## config.mk

```make
export PLATFORM = sky130hd
export DESIGN_NAME = synth_cal_regs
export DESIGN_NICKNAME = d
export VERILOG_FILES = /design/src/synth_cal_pkg.sv /design/src/pin_sync.sv /design/src/spi_frame.sv /design/src/synth_cal_regs.sv
export SDC_FILE = /design/constraint.sdc
export NUM_CORES = 1
export LEC_CHECK = 0
export BUFFER_PORTS_ARGS = -buffer_cell sky130_fd_sc_hd__buf_2
export CAP_MARGIN = 20
export CORE_MARGIN = 2
export CORE_UTILIZATION = 35
export CTS_CLUSTER_SIZE = 25
export DETAILED_ROUTE_END_ITERATION = 10
export SYNTH_ARGS = -nofsm -noshare
export SYNTH_HDL_FRONTEND = slang
export SYNTH_HIERARCHICAL = 1
export SYNTH_SLANG_ARGS = --single-unit
```

## constraint.sdc

```tcl
create_clock -name mclk -period 2.45 [get_ports mclk]
set_input_delay 0.49 -clock mclk [delete_from_list [all_inputs] [get_ports mclk]]
set_output_delay 0.49 -clock mclk [all_outputs]
set_load 0.1 [all_outputs]
```

## src/synth_cal_pkg.sv

```systemverilog
// constants, register table and carrier types for the synthesizer cal bank
// Behaviour
// - bit five picks high or low VCO core
// - current cal field holds result, resets 0x0A
// - coarse tune field holds capacitor setting, resets 0x20
// - cal registers accept host writes for hop restore
// - cal control seven bits, resets 0x0D, bit7 zero
// - 0xBF in production test enables idle temp sensor
// - test zero bit one enables VCO select stage
package synth_cal_pkg;

    // ------------------------------------------------------------------
    // register table
    // ------------------------------------------------------------------
    localparam int REG_COUNT = 8;
    localparam int ADDR_W    = 6;

    localparam int IDX_CURRENT    = 0;
    localparam int IDX_COARSE     = 1;
    localparam int IDX_CONTROL    = 2;
    localparam int IDX_SYNTH_TEST = 3;
    localparam int IDX_PROD_TEST  = 4;
    localparam int IDX_SET_TWO    = 5;
    localparam int IDX_SET_ONE    = 6;
    localparam int IDX_SET_ZERO   = 7;

    localparam logic [5:0] OFF_VCO_CURRENT_CAL   = 6'h24;
    localparam logic [5:0] OFF_VCO_COARSE_CAL    = 6'h25;
    localparam logic [5:0] OFF_SYNTH_CAL_CONTROL = 6'h26;
    localparam logic [5:0] OFF_SYNTH_TEST_REG    = 6'h29;
    localparam logic [5:0] OFF_PRODUCTION_TEST   = 6'h2a;
    localparam logic [5:0] OFF_TEST_SETTINGS_TWO = 6'h2c;
    localparam logic [5:0] OFF_TEST_SETTINGS_ONE = 6'h2d;
    localparam logic [5:0] OFF_TEST_SETTINGS_ZRO = 6'h2e;

    localparam logic [7:0] RST_VCO_CURRENT_CAL   = 8'h0a;
    localparam logic [7:0] RST_VCO_COARSE_CAL    = 8'h20;
    localparam logic [7:0] RST_SYNTH_CAL_CONTROL = 8'h0d;
    localparam logic [7:0] RST_SYNTH_TEST_REG    = 8'h57;
    localparam logic [7:0] RST_PRODUCTION_TEST   = 8'h7f;
    localparam logic [7:0] RST_TEST_SETTINGS_TWO = 8'h00;
    localparam logic [7:0] RST_TEST_SETTINGS_ONE = 8'h21;
    localparam logic [7:0] RST_TEST_SETTINGS_ZRO = 8'h0b;

    // writable bits per register; the rest read zero
    localparam logic [7:0] MASK_SIX_BIT   = 8'h3f;
    localparam logic [7:0] MASK_SEVEN_BIT = 8'h7f;
    localparam logic [7:0] MASK_FULL      = 8'hff;

    localparam logic [5:0] REG_OFFSET [REG_COUNT] = '{
        OFF_VCO_CURRENT_CAL, OFF_VCO_COARSE_CAL, OFF_SYNTH_CAL_CONTROL,
        OFF_SYNTH_TEST_REG, OFF_PRODUCTION_TEST, OFF_TEST_SETTINGS_TWO,
        OFF_TEST_SETTINGS_ONE, OFF_TEST_SETTINGS_ZRO};
    localparam logic [7:0] REG_RESET [REG_COUNT] = '{
        RST_VCO_CURRENT_CAL, RST_VCO_COARSE_CAL, RST_SYNTH_CAL_CONTROL,
        RST_SYNTH_TEST_REG, RST_PRODUCTION_TEST, RST_TEST_SETTINGS_TWO,
        RST_TEST_SETTINGS_ONE, RST_TEST_SETTINGS_ZRO};
    localparam logic [7:0] REG_MASK [REG_COUNT] = '{
        MASK_SIX_BIT, MASK_SIX_BIT, MASK_SEVEN_BIT, MASK_FULL,
        MASK_FULL, MASK_FULL, MASK_FULL, MASK_FULL};

    // ------------------------------------------------------------------
    // field positions and special values
    // ------------------------------------------------------------------
    localparam int POS_VCO_HIGH_CORE   = 5;
    localparam int POS_VCO_SELECT_CAL_STAGE_ENABLE  = 1;
    localparam int POS_HDR_READ        = 7;
    localparam int POS_HDR_BURST       = 6;
    localparam logic [7:0] PROD_TEST_TEMP_ON = 8'hbf;
    localparam logic [2:0] LAST_BIT          = 3'h7;

    // ------------------------------------------------------------------
    // carrier types
    // ------------------------------------------------------------------
    typedef struct packed {
        logic csn;
        logic sclk;
        logic si;
    } spi_pins_t;

    typedef struct packed {
        logic       valid;
        logic       first;
        logic [7:0] data;
    } spi_byte_t;

    typedef struct packed {
        logic       load_current;
        logic [5:0] current;
        logic       load_coarse;
        logic [5:0] coarse;
    } cal_result_t;

    typedef struct packed {
        logic       vco_high_core_select;
        logic [5:0] vco_current;
        logic [5:0] vco_coarse;
        logic [6:0] cal_control;
        logic [7:0] synth_test;
        logic [7:0] test_two;
        logic [7:0] test_one;
        logic [7:0] test_zero;
        logic       vco_select_cal_stage_enable;
    } synth_cfg_t;

endpackage

```

## src/pin_sync.sv

```systemverilog
// two-flop synchroniser for the serial port pins
`timescale 1ns/1ps
module pin_sync (
    // clock and reset
    input  wire logic                    mclk,
    input  wire logic                    nrst,
    // raw pins and synchronised copy
    input  wire synth_cal_pkg::spi_pins_t pins,
    output      synth_cal_pkg::spi_pins_t pins_s
);
    import synth_cal_pkg::*;

    spi_pins_t meta;

    // ------------------------------------------------------------------
    // synchroniser
    // ------------------------------------------------------------------
    // chip select idles high so reset leaves the port deselected
    always_ff @(posedge mclk) begin
        if (!nrst) begin
            meta   <= '{csn: 1'b1, sclk: 1'b0, si: 1'b0};
            pins_s <= '{csn: 1'b1, sclk: 1'b0, si: 1'b0};
        end else begin
            meta   <= pins;
            pins_s <= meta;
        end
    end

endmodule

```

## src/spi_frame.sv

```systemverilog
// serial frame engine: byte assembly on sclk rise, shift out on sclk fall
`timescale 1ns/1ps
module spi_frame (
    // clock and reset
    input  wire logic                     mclk,
    input  wire logic                     nrst,
    // synchronised pins
    input  wire synth_cal_pkg::spi_pins_t pins_s,
    // byte to send in the next byte slot
    input  wire logic [7:0]               tx_byte,
    // received byte, one-cycle valid
    output      synth_cal_pkg::spi_byte_t rx,
    output      logic                     so
);
    import synth_cal_pkg::*;

    logic       sclk_d;
    logic [2:0] bit_cnt;
    logic [6:0] shift_in;
    logic [7:0] shift_out;
    logic       first;

    wire rise = pins_s.sclk & ~sclk_d;
    wire fall = ~pins_s.sclk & sclk_d;
    wire byte_end = rise && (bit_cnt == LAST_BIT);

    // ------------------------------------------------------------------
    // receive side
    // ------------------------------------------------------------------
    // edges come from the second sync stage, never the first
    always_ff @(posedge mclk) begin
        if (!nrst || pins_s.csn) begin
            sclk_d   <= pins_s.sclk;
            bit_cnt  <= 3'h0;
            shift_in <= 7'h00;
            first    <= 1'b1;
            rx       <= '0;
        end else begin
            sclk_d   <= pins_s.sclk;
            rx.valid <= byte_end;
            if (rise) begin
                shift_in <= {shift_in[5:0], pins_s.si};
                bit_cnt  <= bit_cnt + 3'h1;
            end
            if (byte_end) begin
                rx.data <= {shift_in, pins_s.si};
                rx.first <= first;
                first   <= 1'b0;
            end
        end
    end

    // ------------------------------------------------------------------
    // transmit side
    // ------------------------------------------------------------------
    // a fresh byte is taken on the first fall of each byte slot; the
    // header slot sends zeros since no status byte is kept here
    always_ff @(posedge mclk) begin
        if (!nrst || pins_s.csn) begin
            shift_out <= 8'h00;
            so        <= 1'b0;
        end else if (fall && bit_cnt == 3'h0 && !first) begin
            so        <= tx_byte[7];
            shift_out <= {tx_byte[6:0], 1'b0};
        end else if (fall) begin
            so        <= shift_out[7];
            shift_out <= {shift_out[6:0], 1'b0};
        end
    end

endmodule

```

## src/synth_cal_regs.sv

```systemverilog
// synthesizer calibration and production test register bank
`timescale 1ns/1ps
module synth_cal_regs (
    // clock and reset
    input  wire logic                       mclk,
    input  wire logic                       nrst,
    // serial register port pins
    input  wire logic                       csn,
    input  wire logic                       sclk,
    input  wire logic                       si,
    output      logic                       so,
    output      logic                       so_oe,
    // calibration engine results
    input  wire synth_cal_pkg::cal_result_t cal,
    // radio state
    input  wire logic                       radio_idle,
    // configuration to the synthesizer
    output      synth_cal_pkg::synth_cfg_t  cfg,
    output      logic                       temp_sensor_on
);
    import synth_cal_pkg::*;

    // ------------------------------------------------------------------
    // declarations
    // ------------------------------------------------------------------
    spi_pins_t             pins;
    spi_pins_t             pins_s;
    spi_byte_t             rx;
    logic                  so_int;
    logic [7:0]            tx_byte;
    logic [ADDR_W-1:0]     addr;
    logic                  is_read;
    logic                  is_burst;
    logic                  done;
    logic [7:0]            regs      [REG_COUNT];
    logic [7:0]            next_reg  [REG_COUNT];
    logic [7:0]            hw_val    [REG_COUNT];
    logic [7:0]            rd_term   [REG_COUNT];
    logic [7:0]            rd_chain  [REG_COUNT+1];
    logic [REG_COUNT-1:0]  hw_load;

    // ------------------------------------------------------------------
    // pin synchronisation and serial framing
    // ------------------------------------------------------------------
    assign pins = '{csn: csn, sclk: sclk, si: si};

    pin_sync u_sync (
        .mclk   (mclk),
        .nrst   (nrst),
        .pins   (pins),
        .pins_s (pins_s)
    );

    spi_frame u_frame (
        .mclk    (mclk),
        .nrst    (nrst),
        .pins_s  (pins_s),
        .tx_byte (tx_byte),
        .rx      (rx),
        .so      (so_int)
    );

    // ------------------------------------------------------------------
    // header and address decode
    // ------------------------------------------------------------------
    // header byte: bit 7 read, bit 6 burst, bits 5:0 register address
    wire hdr_valid  = rx.valid && rx.first;
    wire data_valid = rx.valid && !rx.first && !done;
    wire wr_en      = data_valid && !is_read;
    wire [7:0] wr_data = rx.data;

    // address of the byte slot that follows the current one
    wire [ADDR_W-1:0] addr_inc = addr + 6'h01;
    wire [ADDR_W-1:0] rd_addr  = hdr_valid ? rx.data[ADDR_W-1:0] :
                                 is_burst  ? addr_inc : addr;

    // a single access stops after one data byte; later bytes are dropped
    wire next_done = hdr_valid ? 1'b0 : (data_valid && !is_burst) | done;

    // transaction state follows chip select; deselect ends it
    always_ff @(posedge mclk) begin
        if (!nrst || pins_s.csn) begin
            addr     <= 6'h00;
            is_read  <= 1'b0;
            is_burst <= 1'b0;
            done     <= 1'b0;
        end else begin
            done <= next_done;
            if (hdr_valid) begin
                addr     <= rx.data[ADDR_W-1:0];
                is_read  <= rx.data[POS_HDR_READ];
                is_burst <= rx.data[POS_HDR_BURST];
            end else if (data_valid && is_burst) begin
                addr     <= addr_inc;
            end
        end
    end

    // ------------------------------------------------------------------
    // calibration engine updates
    // ------------------------------------------------------------------
    // the engine writes its results into the same storage the host
    // reads back, which is what makes save and restore possible
    assign hw_load = (REG_COUNT'(cal.load_current) << IDX_CURRENT) |
                     (REG_COUNT'(cal.load_coarse)  << IDX_COARSE);

    // ------------------------------------------------------------------
    // register storage
    // ------------------------------------------------------------------
    assign rd_chain[0] = 8'h00;

    genvar i;
    generate
        for (i = 0; i < REG_COUNT; i = i + 1) begin : g_reg
            wire host_hit = wr_en && (addr == REG_OFFSET[i]);

            // engine result wins over a host write landing in the
            // same cycle, so a finished calibration is never lost
            assign hw_val[i] = (i == IDX_CURRENT) ? {2'b00, cal.current} :
                               (i == IDX_COARSE)  ? {2'b00, cal.coarse}  :
                               8'h00;

            // host writes steer the synthesizer directly
            // unused bits masked on write
            assign next_reg[i] = hw_load[i] ? (hw_val[i] & REG_MASK[i]) :
                                 host_hit   ? (wr_data & REG_MASK[i])   :
                                 regs[i];

            // reset values per register
            always_ff @(posedge mclk) begin
                if (!nrst) begin
                    regs[i] <= REG_RESET[i];
                end else begin
                    regs[i] <= next_reg[i];
                end
            end

            // unmapped addresses fall through as zero
            assign rd_term[i]    = (rd_addr == REG_OFFSET[i]) ?
                                   regs[i] : 8'h00;
            assign rd_chain[i+1] = rd_chain[i] | rd_term[i];
        end
    endgenerate

    // ------------------------------------------------------------------
    // read path
    // ------------------------------------------------------------------
    // read data is staged one byte slot ahead so it is ready well
    // before the first falling sclk edge of the slot
    always_ff @(posedge mclk) begin
        if (!nrst) begin
            tx_byte <= 8'h00;
        end else if (rx.valid) begin
            tx_byte <= rd_chain[REG_COUNT];
        end
    end

    // ------------------------------------------------------------------
    // serial output driver
    // ------------------------------------------------------------------
    // the output is only driven while the port is selected
    always_ff @(posedge mclk) begin
        if (!nrst) begin
            so    <= 1'b0;
            so_oe <= 1'b0;
        end else begin
            so    <= so_int;
            so_oe <= ~pins_s.csn;
        end
    end

    // ------------------------------------------------------------------
    // configuration outputs
    // ------------------------------------------------------------------
    // decoded fields, registered again so every output is a flop
    wire [7:0] cur_reg  = regs[IDX_CURRENT];
    wire [7:0] set_zero = regs[IDX_SET_ZERO];
    wire high_core      = cur_reg[POS_VCO_HIGH_CORE];
    wire sel_cal_enable = set_zero[POS_VCO_SELECT_CAL_STAGE_ENABLE];

    // the sensor is exposed only in idle; leaving idle with 0xbf still
    // loaded drops it here, but the host must still restore 0x7f
    wire next_temp_on = (regs[IDX_PROD_TEST] == PROD_TEST_TEMP_ON) &&
                        radio_idle;

    always_ff @(posedge mclk) begin
        if (!nrst) begin
            cfg            <= '0;
            temp_sensor_on <= 1'b0;
        end else begin
            cfg.vco_high_core_select        <= high_core;
            cfg.vco_current                 <= cur_reg[5:0];
            cfg.vco_coarse                  <= regs[IDX_COARSE][5:0];
            cfg.cal_control                 <= regs[IDX_CONTROL][6:0];
            cfg.synth_test                  <= regs[IDX_SYNTH_TEST];
            cfg.test_two                    <= regs[IDX_SET_TWO];
            cfg.test_one                    <= regs[IDX_SET_ONE];
            cfg.test_zero                   <= set_zero;
            cfg.vco_select_cal_stage_enable <= sel_cal_enable;
            temp_sensor_on                  <= next_temp_on;
        end
    end

endmodule

```

Yosys cells after proc, flatten, opt, wreduce, memory -nomap -nowiden. Memory sizes are Yosys's and may differ from the RTL's. Index checks and enable logic that the tools add are counted.

$add $sub $neg: 2. Equality and inequality tests: 18. Muxes and demuxes: 42. Bitwise logic cells: 22. Reductions and logical operators: 29.

Operators with widths (number): 8-bit 2-to-1 mux (34); 6-bit equality test, second input constant (16); 8-bit OR (7); 6-bit 2-to-1 mux (4); 1-bit logical AND (18); 1-bit OR (9); 8-bit equality test, second input constant (1); 6-bit by 1-bit adder with 6-bit output, second input constant (1); 1-bit zero test (6); 1-bit 2-to-1 mux (4); 2-bit nonzero test (2); 3-bit by 1-bit adder with 3-bit output, second input constant (1); 3-bit equality test, second input constant (1); 3-bit zero test (1); 1-bit inverter (3); 1-bit AND (2); 1-bit by 2-bit OR with 2-bit output (1); 2-bit OR reduction (1); 1-bit logical OR (1).

Bits in registers: 109. Bits in writable memories: 64. Bits of input ports: 20. Output and inout bits: 56. Word-level logic and storage cells: 146. Memories: 1.

Memory list: regs (words 8, width 8, rd ports 8, clocked after Yosys merged registers in 0, write ports 8, RTL line synth_cal_regs.sv:35) `logic [7:0] regs [REG_COUNT];`.

Depth between registers and ports, before layout. Gate-level depths: netlist of run 1.

Depth after elaboration: 12. Depth in mapped cells: 9.

By module. The synthesis of run 1 kept the hierarchy.

Modules (own cells, without submodules): synth_cal_regs (times used 1, cells an instance 584, area an instance 5537.8 µm², sequential area each 2602.5 µm²); spi_frame (times used 1, cells an instance 141, area an instance 1189.9 µm², sequential area each 600.6 µm²); pin_sync (times used 1, cells an instance 12, area an instance 157.7 µm², sequential area each 120.1 µm²).

Least setup slack after synthesis of run 1. Ideal clock, no wire load.

Path kind: register to register. Start point: reg addr[0]. End point: reg tx_byte[1]. Library setup time: 0.129 ns. Data arrival time: 2.057 ns. Required time: 2.321 ns. Setup slack: 0.264 ns. Cell stages (with the launch flop): 10. Cell sequence: dfxtp_1 -> buf_2 -> inv_1 -> ha_1 -> nor2b_1 -> o21a_1 -> o21ai_0 -> nor2_1 -> a222oi_1 -> a31oi_1.

Word-level cells in the longest chain between the ends: 12.

RTL lines: start, declared (RTL line synth_cal_regs.sv:31) `logic [ADDR_W-1:0] addr;`; start signal, assigned (RTL line synth_cal_regs.sv:90) `addr <= rx.data[ADDR_W-1:0];`; start signal, assigned (RTL line synth_cal_regs.sv:94) `addr <= addr_inc;`; 6-bit by 1-bit adder with 6-bit output (RTL line synth_cal_regs.sv:73) `wire [ADDR_W-1:0] addr_inc = addr + 6'h01;`; 6-bit 2-to-1 mux * (RTL line synth_cal_regs.sv:75) `is_burst ? addr_inc : addr;`; 6-bit 2-to-1 mux * (RTL line synth_cal_regs.sv:74) `wire [ADDR_W-1:0] rd_addr = hdr_valid ? rx.data[ADDR_W-1:0] :`; 6-bit equality test (RTL line synth_cal_regs.sv:139) `assign rd_term[i] = (rd_addr == REG_OFFSET[i]) ?`; 8-bit 2-to-1 mux (RTL line synth_cal_regs.sv:139); 8-bit OR (6 in a row) (RTL line synth_cal_regs.sv:141) `assign rd_chain[i+1] = rd_chain[i] | rd_term[i];`; 8-bit OR * (RTL line synth_cal_regs.sv:141); end signal, assigned (RTL line synth_cal_regs.sv:154) `tx_byte <= rd_chain[REG_COUNT];`; end, declared (RTL line synth_cal_regs.sv:30) `logic [7:0] tx_byte;`.

Mark *: on every way between the ends. The rest lies on a longest branch, timed or not. A chain may end at the register's enable or synchronous reset.

Worst setup path after layout of run 1.
Start point: reg u_frame/rx[8] (netlist name). End point: reg tx_byte[5].

Word-level cells in the longest chain between the ends: 11.

RTL lines: 1-bit logical AND * (RTL line synth_cal_regs.sv:67) `wire hdr_valid = rx.valid && rx.first;`; 6-bit 2-to-1 mux * (RTL line synth_cal_regs.sv:74); 6-bit equality test (RTL line synth_cal_regs.sv:139); 8-bit 2-to-1 mux (RTL line synth_cal_regs.sv:139); 8-bit OR (6 in a row) (RTL line synth_cal_regs.sv:141); 8-bit OR * (RTL line synth_cal_regs.sv:141).

Marked as above.

==> results of run 1 <==
[worst register-to-register path, stage by stage (launching register included)]
cell and delay [ns]:
dfxtp_1 0.33, and2_1 0.31, buf_4 0.24, o41ai_2 0.52
nor3_1 0.12, buf_4 0.18, a221oi_1 0.31, a31oi_1 0.13
[path summary, 6_finish.rpt]
check	cells past startpoint	endpoint	start
setup / recovery	7	tx_byte[5]	u_frame/rx[8]
hold / removal	2	u_sync/meta[2]	csn
setup reg to reg	7	tx_byte[5]	u_frame/rx[8]
hold reg to reg	0	u_frame/sclk_d	u_sync/pins_s[1]
[cell usage after synthesis, types with 3 or more instances]
cell type	number
buf_1	4
clkbuf_1	25
inv_1	16
o211ai_1	8
nand4b_1	3
o31ai_1	9
nor3b_1	6
ha_1	7
nand2_1	103
a2111oi_0	3
a311oi_1	7
nor2_1	32
dfxtp_1	166
and2_1	66
nand2b_1	12
mux2i_1	50
buf_6	3
xor2_1	3
nand3_2	5
o21ai_0	27
a211oi_1	3
nor2b_1	32
a221oi_1	9
nor3_1	8
nand3_1	12
a31oi_1	8
a222oi_1	3
a22oi_1	4
nand4_1	5
buf_2	10
a21boi_0	6
buf_4	6
a21oi_1	32
[layout by cell type, fill, tap and decap left out, types with 8 or more instances in the layout]
cell,count
a21oi_1,30
a221oi_1,8
and2_1,66
buf_2,75
buf_4,41
clkbuf_16,17
dfxtp_1,165
inv_1,16
mux2i_1,49
nand2_1,103
nand2b_1,12
nand3_1,12
nor2_1,32
nor2b_1,32
nor3_1,8
o211ai_1,8
o21ai_0,27
o31ai_1,9
[final cells by class]
cell class / instances / area share [%]
Sequential cell: 166 / 39.9
Multi-Input combinational cell: 505 / 39.5
Timing Repair Buffer: 117 / 8.45
Clock buffer: 18 / 5.28
Tap cell: 265 / 3.98
Clock inverter: 12 / 2.15
Inverter: 16 / 0.721
[logic make-up after synthesis]
kind of cell / after synthesis
adders and majority gates: 7
xor gates and xnor gates: 5
AOI/OAI and AO/OA: 138
DFF: 166
muxes: 53
and+or+nand+nor: 302
buffers and inverters: 66
[stage by stage]
step | setup TNS (ns) | setup WS [ns] | cells | utilization (%)
3_3_place_gp | 0 | 0.0657 | 1066 | 39.4
6_report | 0 | 0.152 | 1099 | 42.9
4_1_cts | 0 | 0.0248 | 1096 | 42.6
2_1_floorplan | 0 | 0.264 | 737 | -
3_5_place_dp | 0 | 0.0562 | 1066 | 39.4
5_1_grt | -0.0384 | -0.0278 | 1099 | 42.9
[what timing repair did]
action                     in CTS  in global routing
gates resized for setup         0                 12
buffers inserted                0                  3
setup endpoints to repair       0                  8
hold buffers                    0                  0
[sequential cells by signal (all words and copies together) (netlist names), 3 cells and up]
signal and cells:
regs 59, cfg 51, u_frame/rx 10, tx_byte 8, u_frame/shift_in 7, u_frame/shift_out 7, addr 6, u_frame/bit_cnt 3
u_sync/meta 3, u_sync/pins_s 3
[power by group]
group	internal, uW	switching (uW)
Combinational	68.0	236
Clock	1720	1080
Sequential	2740	20.5
Total	4530	1330
[routing by layer]
metal | vias to the layer above | track usage, %
li1 | 2723 | -
met1 | 2568 | 24.3
met2 | 154 | 29.9
met3 | 30 | 3.91
met4 | 0 | 7.00
met5 | - | 0
==> qor.csv, run 1 <==
stage;metric;value;unit
detailed_routing;wl_per_cell;16.8;um
finish;n_antenna_cell;0;
sta;rsz0062_at_grt;yes;
detailed_routing;wl_met1;8.44;mm
synthesis;synth.distinct_cells;69;
critical_path;crit_slowest_cell;o41ai_2;
detailed_routing;drt_drc_violations_left;0;
global_route;grt_pass1_vias;5054;
critical_path;rrSetupSlack;0.15;ns
synthesis;synthCells;737;
floorplanning;rows;51;
critical_path;critical_path_class;flop to flop;
synthesis;async_reset_ff_share;0;%
synthesis;synth_warnings;6;
global_route;grt_pass1_wl;28.8;mm
finish;nNetsFinal;850;
clock_network;clkSinkCount;166;
detailed_routing;antenna_left;0;
critical_path;cp.arrival;2.59;ns
synthesis;synth_compound_area_share;13.8;%
detailed_routing;vias;5475;
finish;fill_cells;1984;
flow_run;maxCapViolCount;0;
sta;timing.final.crit_share;93.8;%
finish;multi_input_area;3290;um2
critical_path;cp_common_cell;buf_4;
synthesis;synthMuxAreaShare;7.81;%
sta;hold_viol;0;
global_route;grt_max_degree;88;
critical_path;critPathCaptureType;flop;
place;place_hpwl;13.3;mm
detailed_routing;vias_per_cell;4.98;
synthesis;yosysTopAreaCellShare;48.3;%
synthesis;synth_edf_count;0;
global_route;grtUsageTotal;18.5;%
synthesis;synth_fa_ha_area_share;1.27;%
critical_path;cp_top_family;compound AO/OA/AOI/OAI gates;
sta;whs;0.231;ns
clock_network;cts_tree;done;
sta;setup-violations-final;0;
synthesis;yosysTopAreaCell;dfxtp_1;
synthesis;synth-xor-area-share;0.636;%
detailed_routing;wl_met2;8.72;mm
sta;slew_headroom;60.6;%
sta;fmax;435;MHz
place;io_buffers;75;
detailed_routing;wl_met3;768;um
floorplanning;die_y;144;um
finish;ff_latch_area;3320;um2
sta;finClkSkew;0.0112;ns
finish;drive_above_1_share;20.9;%
global_route;grt_antenna_before_repair;0;
synthesis;synthTopCellsByArea;dfxtp_1, mux2i_1, and2_1;
clock_network;clk_latency;0.43;ns
critical_path;worstPathMaxFanout;10;
clock_network;path_clk_slew;0.07;ns
sta;tightest_slew;0.591;ns
synthesis;ys_seq_elements;166;
power_and_ir_drop;p_total;5860;uW
floorplanning;core_area;19400;um2
critical_path;cp-start-kind;flop;
synthesis;yosysSeqAreaShare;48.3;%
finish;area_delta_synth_final;20.9;%
synthesis;synth_simple_gate_area_share;23.7;%
detailed_routing;wl;18.4;mm
finish;final_cell_area;8330;um2
detailed_routing;drtIter0Drc;348;
hold_path;hp-class;input port to flop;
clock_network;cts_buffers;17;
synthesis;synth_flop_cell;dfxtp_1;
floorplanning;ioPinCount;76;
sta;period_needed;2.30;ns
floorplanning;die_w;144;um
detailed_routing;top_layer_used;met4;
synthesis;synth_area;6890;um2
status;status;finished, final reports clean;
detailed_routing;drt_pass1_iterations;5;
power_and_ir_drop;ir_drop;0.000473;V
clock_network;cts_max_path_buffers;2;
critical_path;worstPathRequired;2.74;ns
sta;maxSlewViolCount;0;
critical_path;cpPeakStageDelay;0.52;ns
floorplanning;die_area;20800;um2
global_route;grt-ovfl-total;0;
clock_network;cts-root-buf;clkbuf_16;
synthesis;synth_nets;764;
synthesis;synth_top_family_by_area;simple AND/OR/NAND/NOR gates;
power_and_ir_drop;pwr_density_cell;704;nW/um2
power_and_ir_drop;leakagePower;0.00348;uW
critical_path;cp_cell_sequence;and2_1, buf_4, o41ai_2, nor3_1, buf_4, a221oi_1, a31oi_1;
clock_network;htreeDepth;4;
floorplanning;initial_utilization;35.5;%
synthesis;avgSynthCellArea;9.34;um2
place;routabilityCongestion;0.932;
critical_path;critPathBufInv;2;
place;placed_area;7650;um2
Note: power is estimated with default switching activity, not from simulation.
==> inputs of run 2 (changes only) <==
- REMOVE_ABC_BUFFERS: default -> 1
==> qor.csv, run 2 (same netlist as run 1, synthesis figures left out) <==
stage;metric;value;unit;change
finish;reg_top3;regs: 59 flops, cfg: 51 flops, u_frame/rx: 10 flops;;
critical_path;cp.arrival;2.70;ns;+0.11 ns
critical_path;cp-start-kind;flop;;
sta;finClkSkew;0.0107;ns;-0.000552 ns
clock_network;cts_tree;done;;
sta;fmax;428;MHz;-1.6%
floorplanning;die_w;144;um;unchanged
sta;slew_headroom;61.4;%;+0.85 points
sta;period_needed;2.33;ns;+0.0365 ns
global_route;grt_pass1_vias;5022;;-0.63%
floorplanning;initial_utilization;35.5;%;unchanged
floorplanning;ioPinCount;76;;unchanged
critical_path;critPathCaptureType;flop;;
clock_network;path_clk_slew;0.07;ns;about the same
clock_network;htreeDepth;4;;unchanged
place;routabilityCongestion;0.919;;-1.4%
finish;nNetsFinal;855;;+0.59%
clock_network;cts_max_path_buffers;2;;unchanged
finish;drive_above_1_share;21.8;%;+0.90 points
critical_path;rrSetupSlack;0.12;ns;-0.04 ns
finish;area_delta_synth_final;22.4;%;
hold_path;whs_path_depth;2;;unchanged
global_route;grt_pass1_wl;28.4;mm;-1.6%
critical_path;r2r_cells;10;;+3
detailed_routing;drtIter0Drc;352;;+1.1%
finish;final_common_cell;dfxtp_1;;
sta;timing.final.crit_share;95.3;%;+1.5 points
finish;n_antenna_cell;0;;unchanged
sta;tns;0;ns;unchanged
power_and_ir_drop;pwr_density_cell;712;nW/um2;+1.1%
floorplanning;die_area;20800;um2;unchanged
detailed_routing;vias_per_cell;4.91;;-1.5%
global_route;grt_max_degree;76;;-14%
detailed_routing;wl_per_cell;16.3;um;-2.8%
critical_path;worstPathRequired;2.81;ns;+0.07 ns
place;placed_area;7710;um2;+0.82%
clock_network;clk_latency;0.44;ns;about the same
power_and_ir_drop;p_total;6000;uW;+2.4%
power_and_ir_drop;ir_drop;0.000470;V;-0.76%
hold_path;hp-class;input port to flop;;
floorplanning;die_y;144;um;unchanged
finish;top_register;regs;;
clock_network;cts_hold_buf;0;;unchanged
power_and_ir_drop;leakagePower;0.00352;uW;+1.1%
sta;setup-violations-final;0;;unchanged
sta;whs;0.228;ns;-0.00306 ns
detailed_routing;antenna_left;0;;unchanged
sta;hold_viol;0;;unchanged
sta;tightest_slew;0.579;ns;-0.0128 ns
critical_path;worstPathMaxFanout;6;;-4
clock_network;cts-root-buf;clkbuf_16;;
place;io_buffers;75;;unchanged
sta;maxSlewViolCount;0;;unchanged
global_route;grt_antenna_before_repair;0;;unchanged
finish;largest_register_ffs;59;;unchanged
flow_run;maxCapViolCount;0;;unchanged
detailed_routing;drt_pass1_iterations;5;;unchanged
global_route;grtUsageTotal;17.9;%;-0.59 points
finish;final_cell_mix;dfxtp_1, nand2_1, buf_2;;
sta;fin_ws;0.115;ns;-0.0365 ns
global_route;grt-ovfl-total;0;;unchanged
place;place_hpwl;12.9;mm;-2.6%
critical_path;critical_path_class;flop to flop;;
floorplanning;rows;51;;unchanged
clock_network;clkSinkCount;166;;unchanged
detailed_routing;wl;18.0;mm;-2.2%
place;pre_cts_slack;-0.126;ns;-0.182 ns
detailed_routing;vias;5429;;-0.84%
finish;final_cell_area;8430;um2;+1.2%
clock_network;cts_buffers;17;;unchanged
detailed_routing;drt_drc_violations_left;0;;unchanged
status;status;finished, final reports clean;;
floorplanning;core_area;19400;um2;unchanged
-- run 2: changes by cell type in the layout (fill, tap and decap cells not counted), moves of 2 or more --
cell and change:
buf_4 +5, inv_6 +4, a2111oi_1 -3, clkinv_4 -3, a2111oi_2 +2, a21oi_1 +2
a21oi_2 -2, clkinv_2 -2, dfxtp_1 -2, dfxtp_2 +2
-- run 2: final timing paths --
check                        start        endpoint
hold / removal                 csn  u_sync/meta[2]
setup reg to reg           addr[1]      tx_byte[5]
hold reg to reg   u_sync/pins_s[1]  u_frame/sclk_d
setup / recovery           addr[1]      tx_byte[5]
-- run 2: metal layers --
layer	share of wire, %	track usage, %
met1	48	24.2
met2	46	28.6
met3	3.9	3.21
met4	2.3	6.75
met5	0	0
-- run 2: critical path, cell delays in order, from the launching register on --
cell,delay (ns)
dfxtp_1,0.40
inv_1,0.08
ha_1,0.31
buf_4,0.12
nand3_1,0.15
o2bb2ai_1,0.18
o31a_2,0.38
o31ai_2,0.29
a2111oi_2,0.10
buf_4,0.15
a31oi_1,0.12
-- run 2: cell type report --
class,count,area [um2]
multi-input cells,505,3320
inverters,16,60.1
fillers,1901,11000
clock inverters,14,213
well taps,265,332
clock buffers,18,429
repair buffers,122,747
flip-flops and latches,166,3330
-- run 2: where the power goes --
part	leakage, uW	switching [uW]	total [uW]	internal (uW)
Combinational	0.00186	236	304	68.5
Sequential	0.00135	18.0	2750	2740
Clock	0.000311	1210	2940	1740
Total	0.00352	1460	6000	4540
-- run 2: through the flow --
stage | std cells | utilization, %
floorplan | 687 | -
global placement | 1074 | 39.7
detailed placement | 1074 | 39.7
CTS | 1106 | 43.2
global route | 1106 | 43.5
finish | 1106 | 43.5
-- run 2: what timing repair did --
item	CTS	global route
cloned	0	0
buffers inserted	0	0
setup endpoints to repair	5	9
resized for setup	6	13
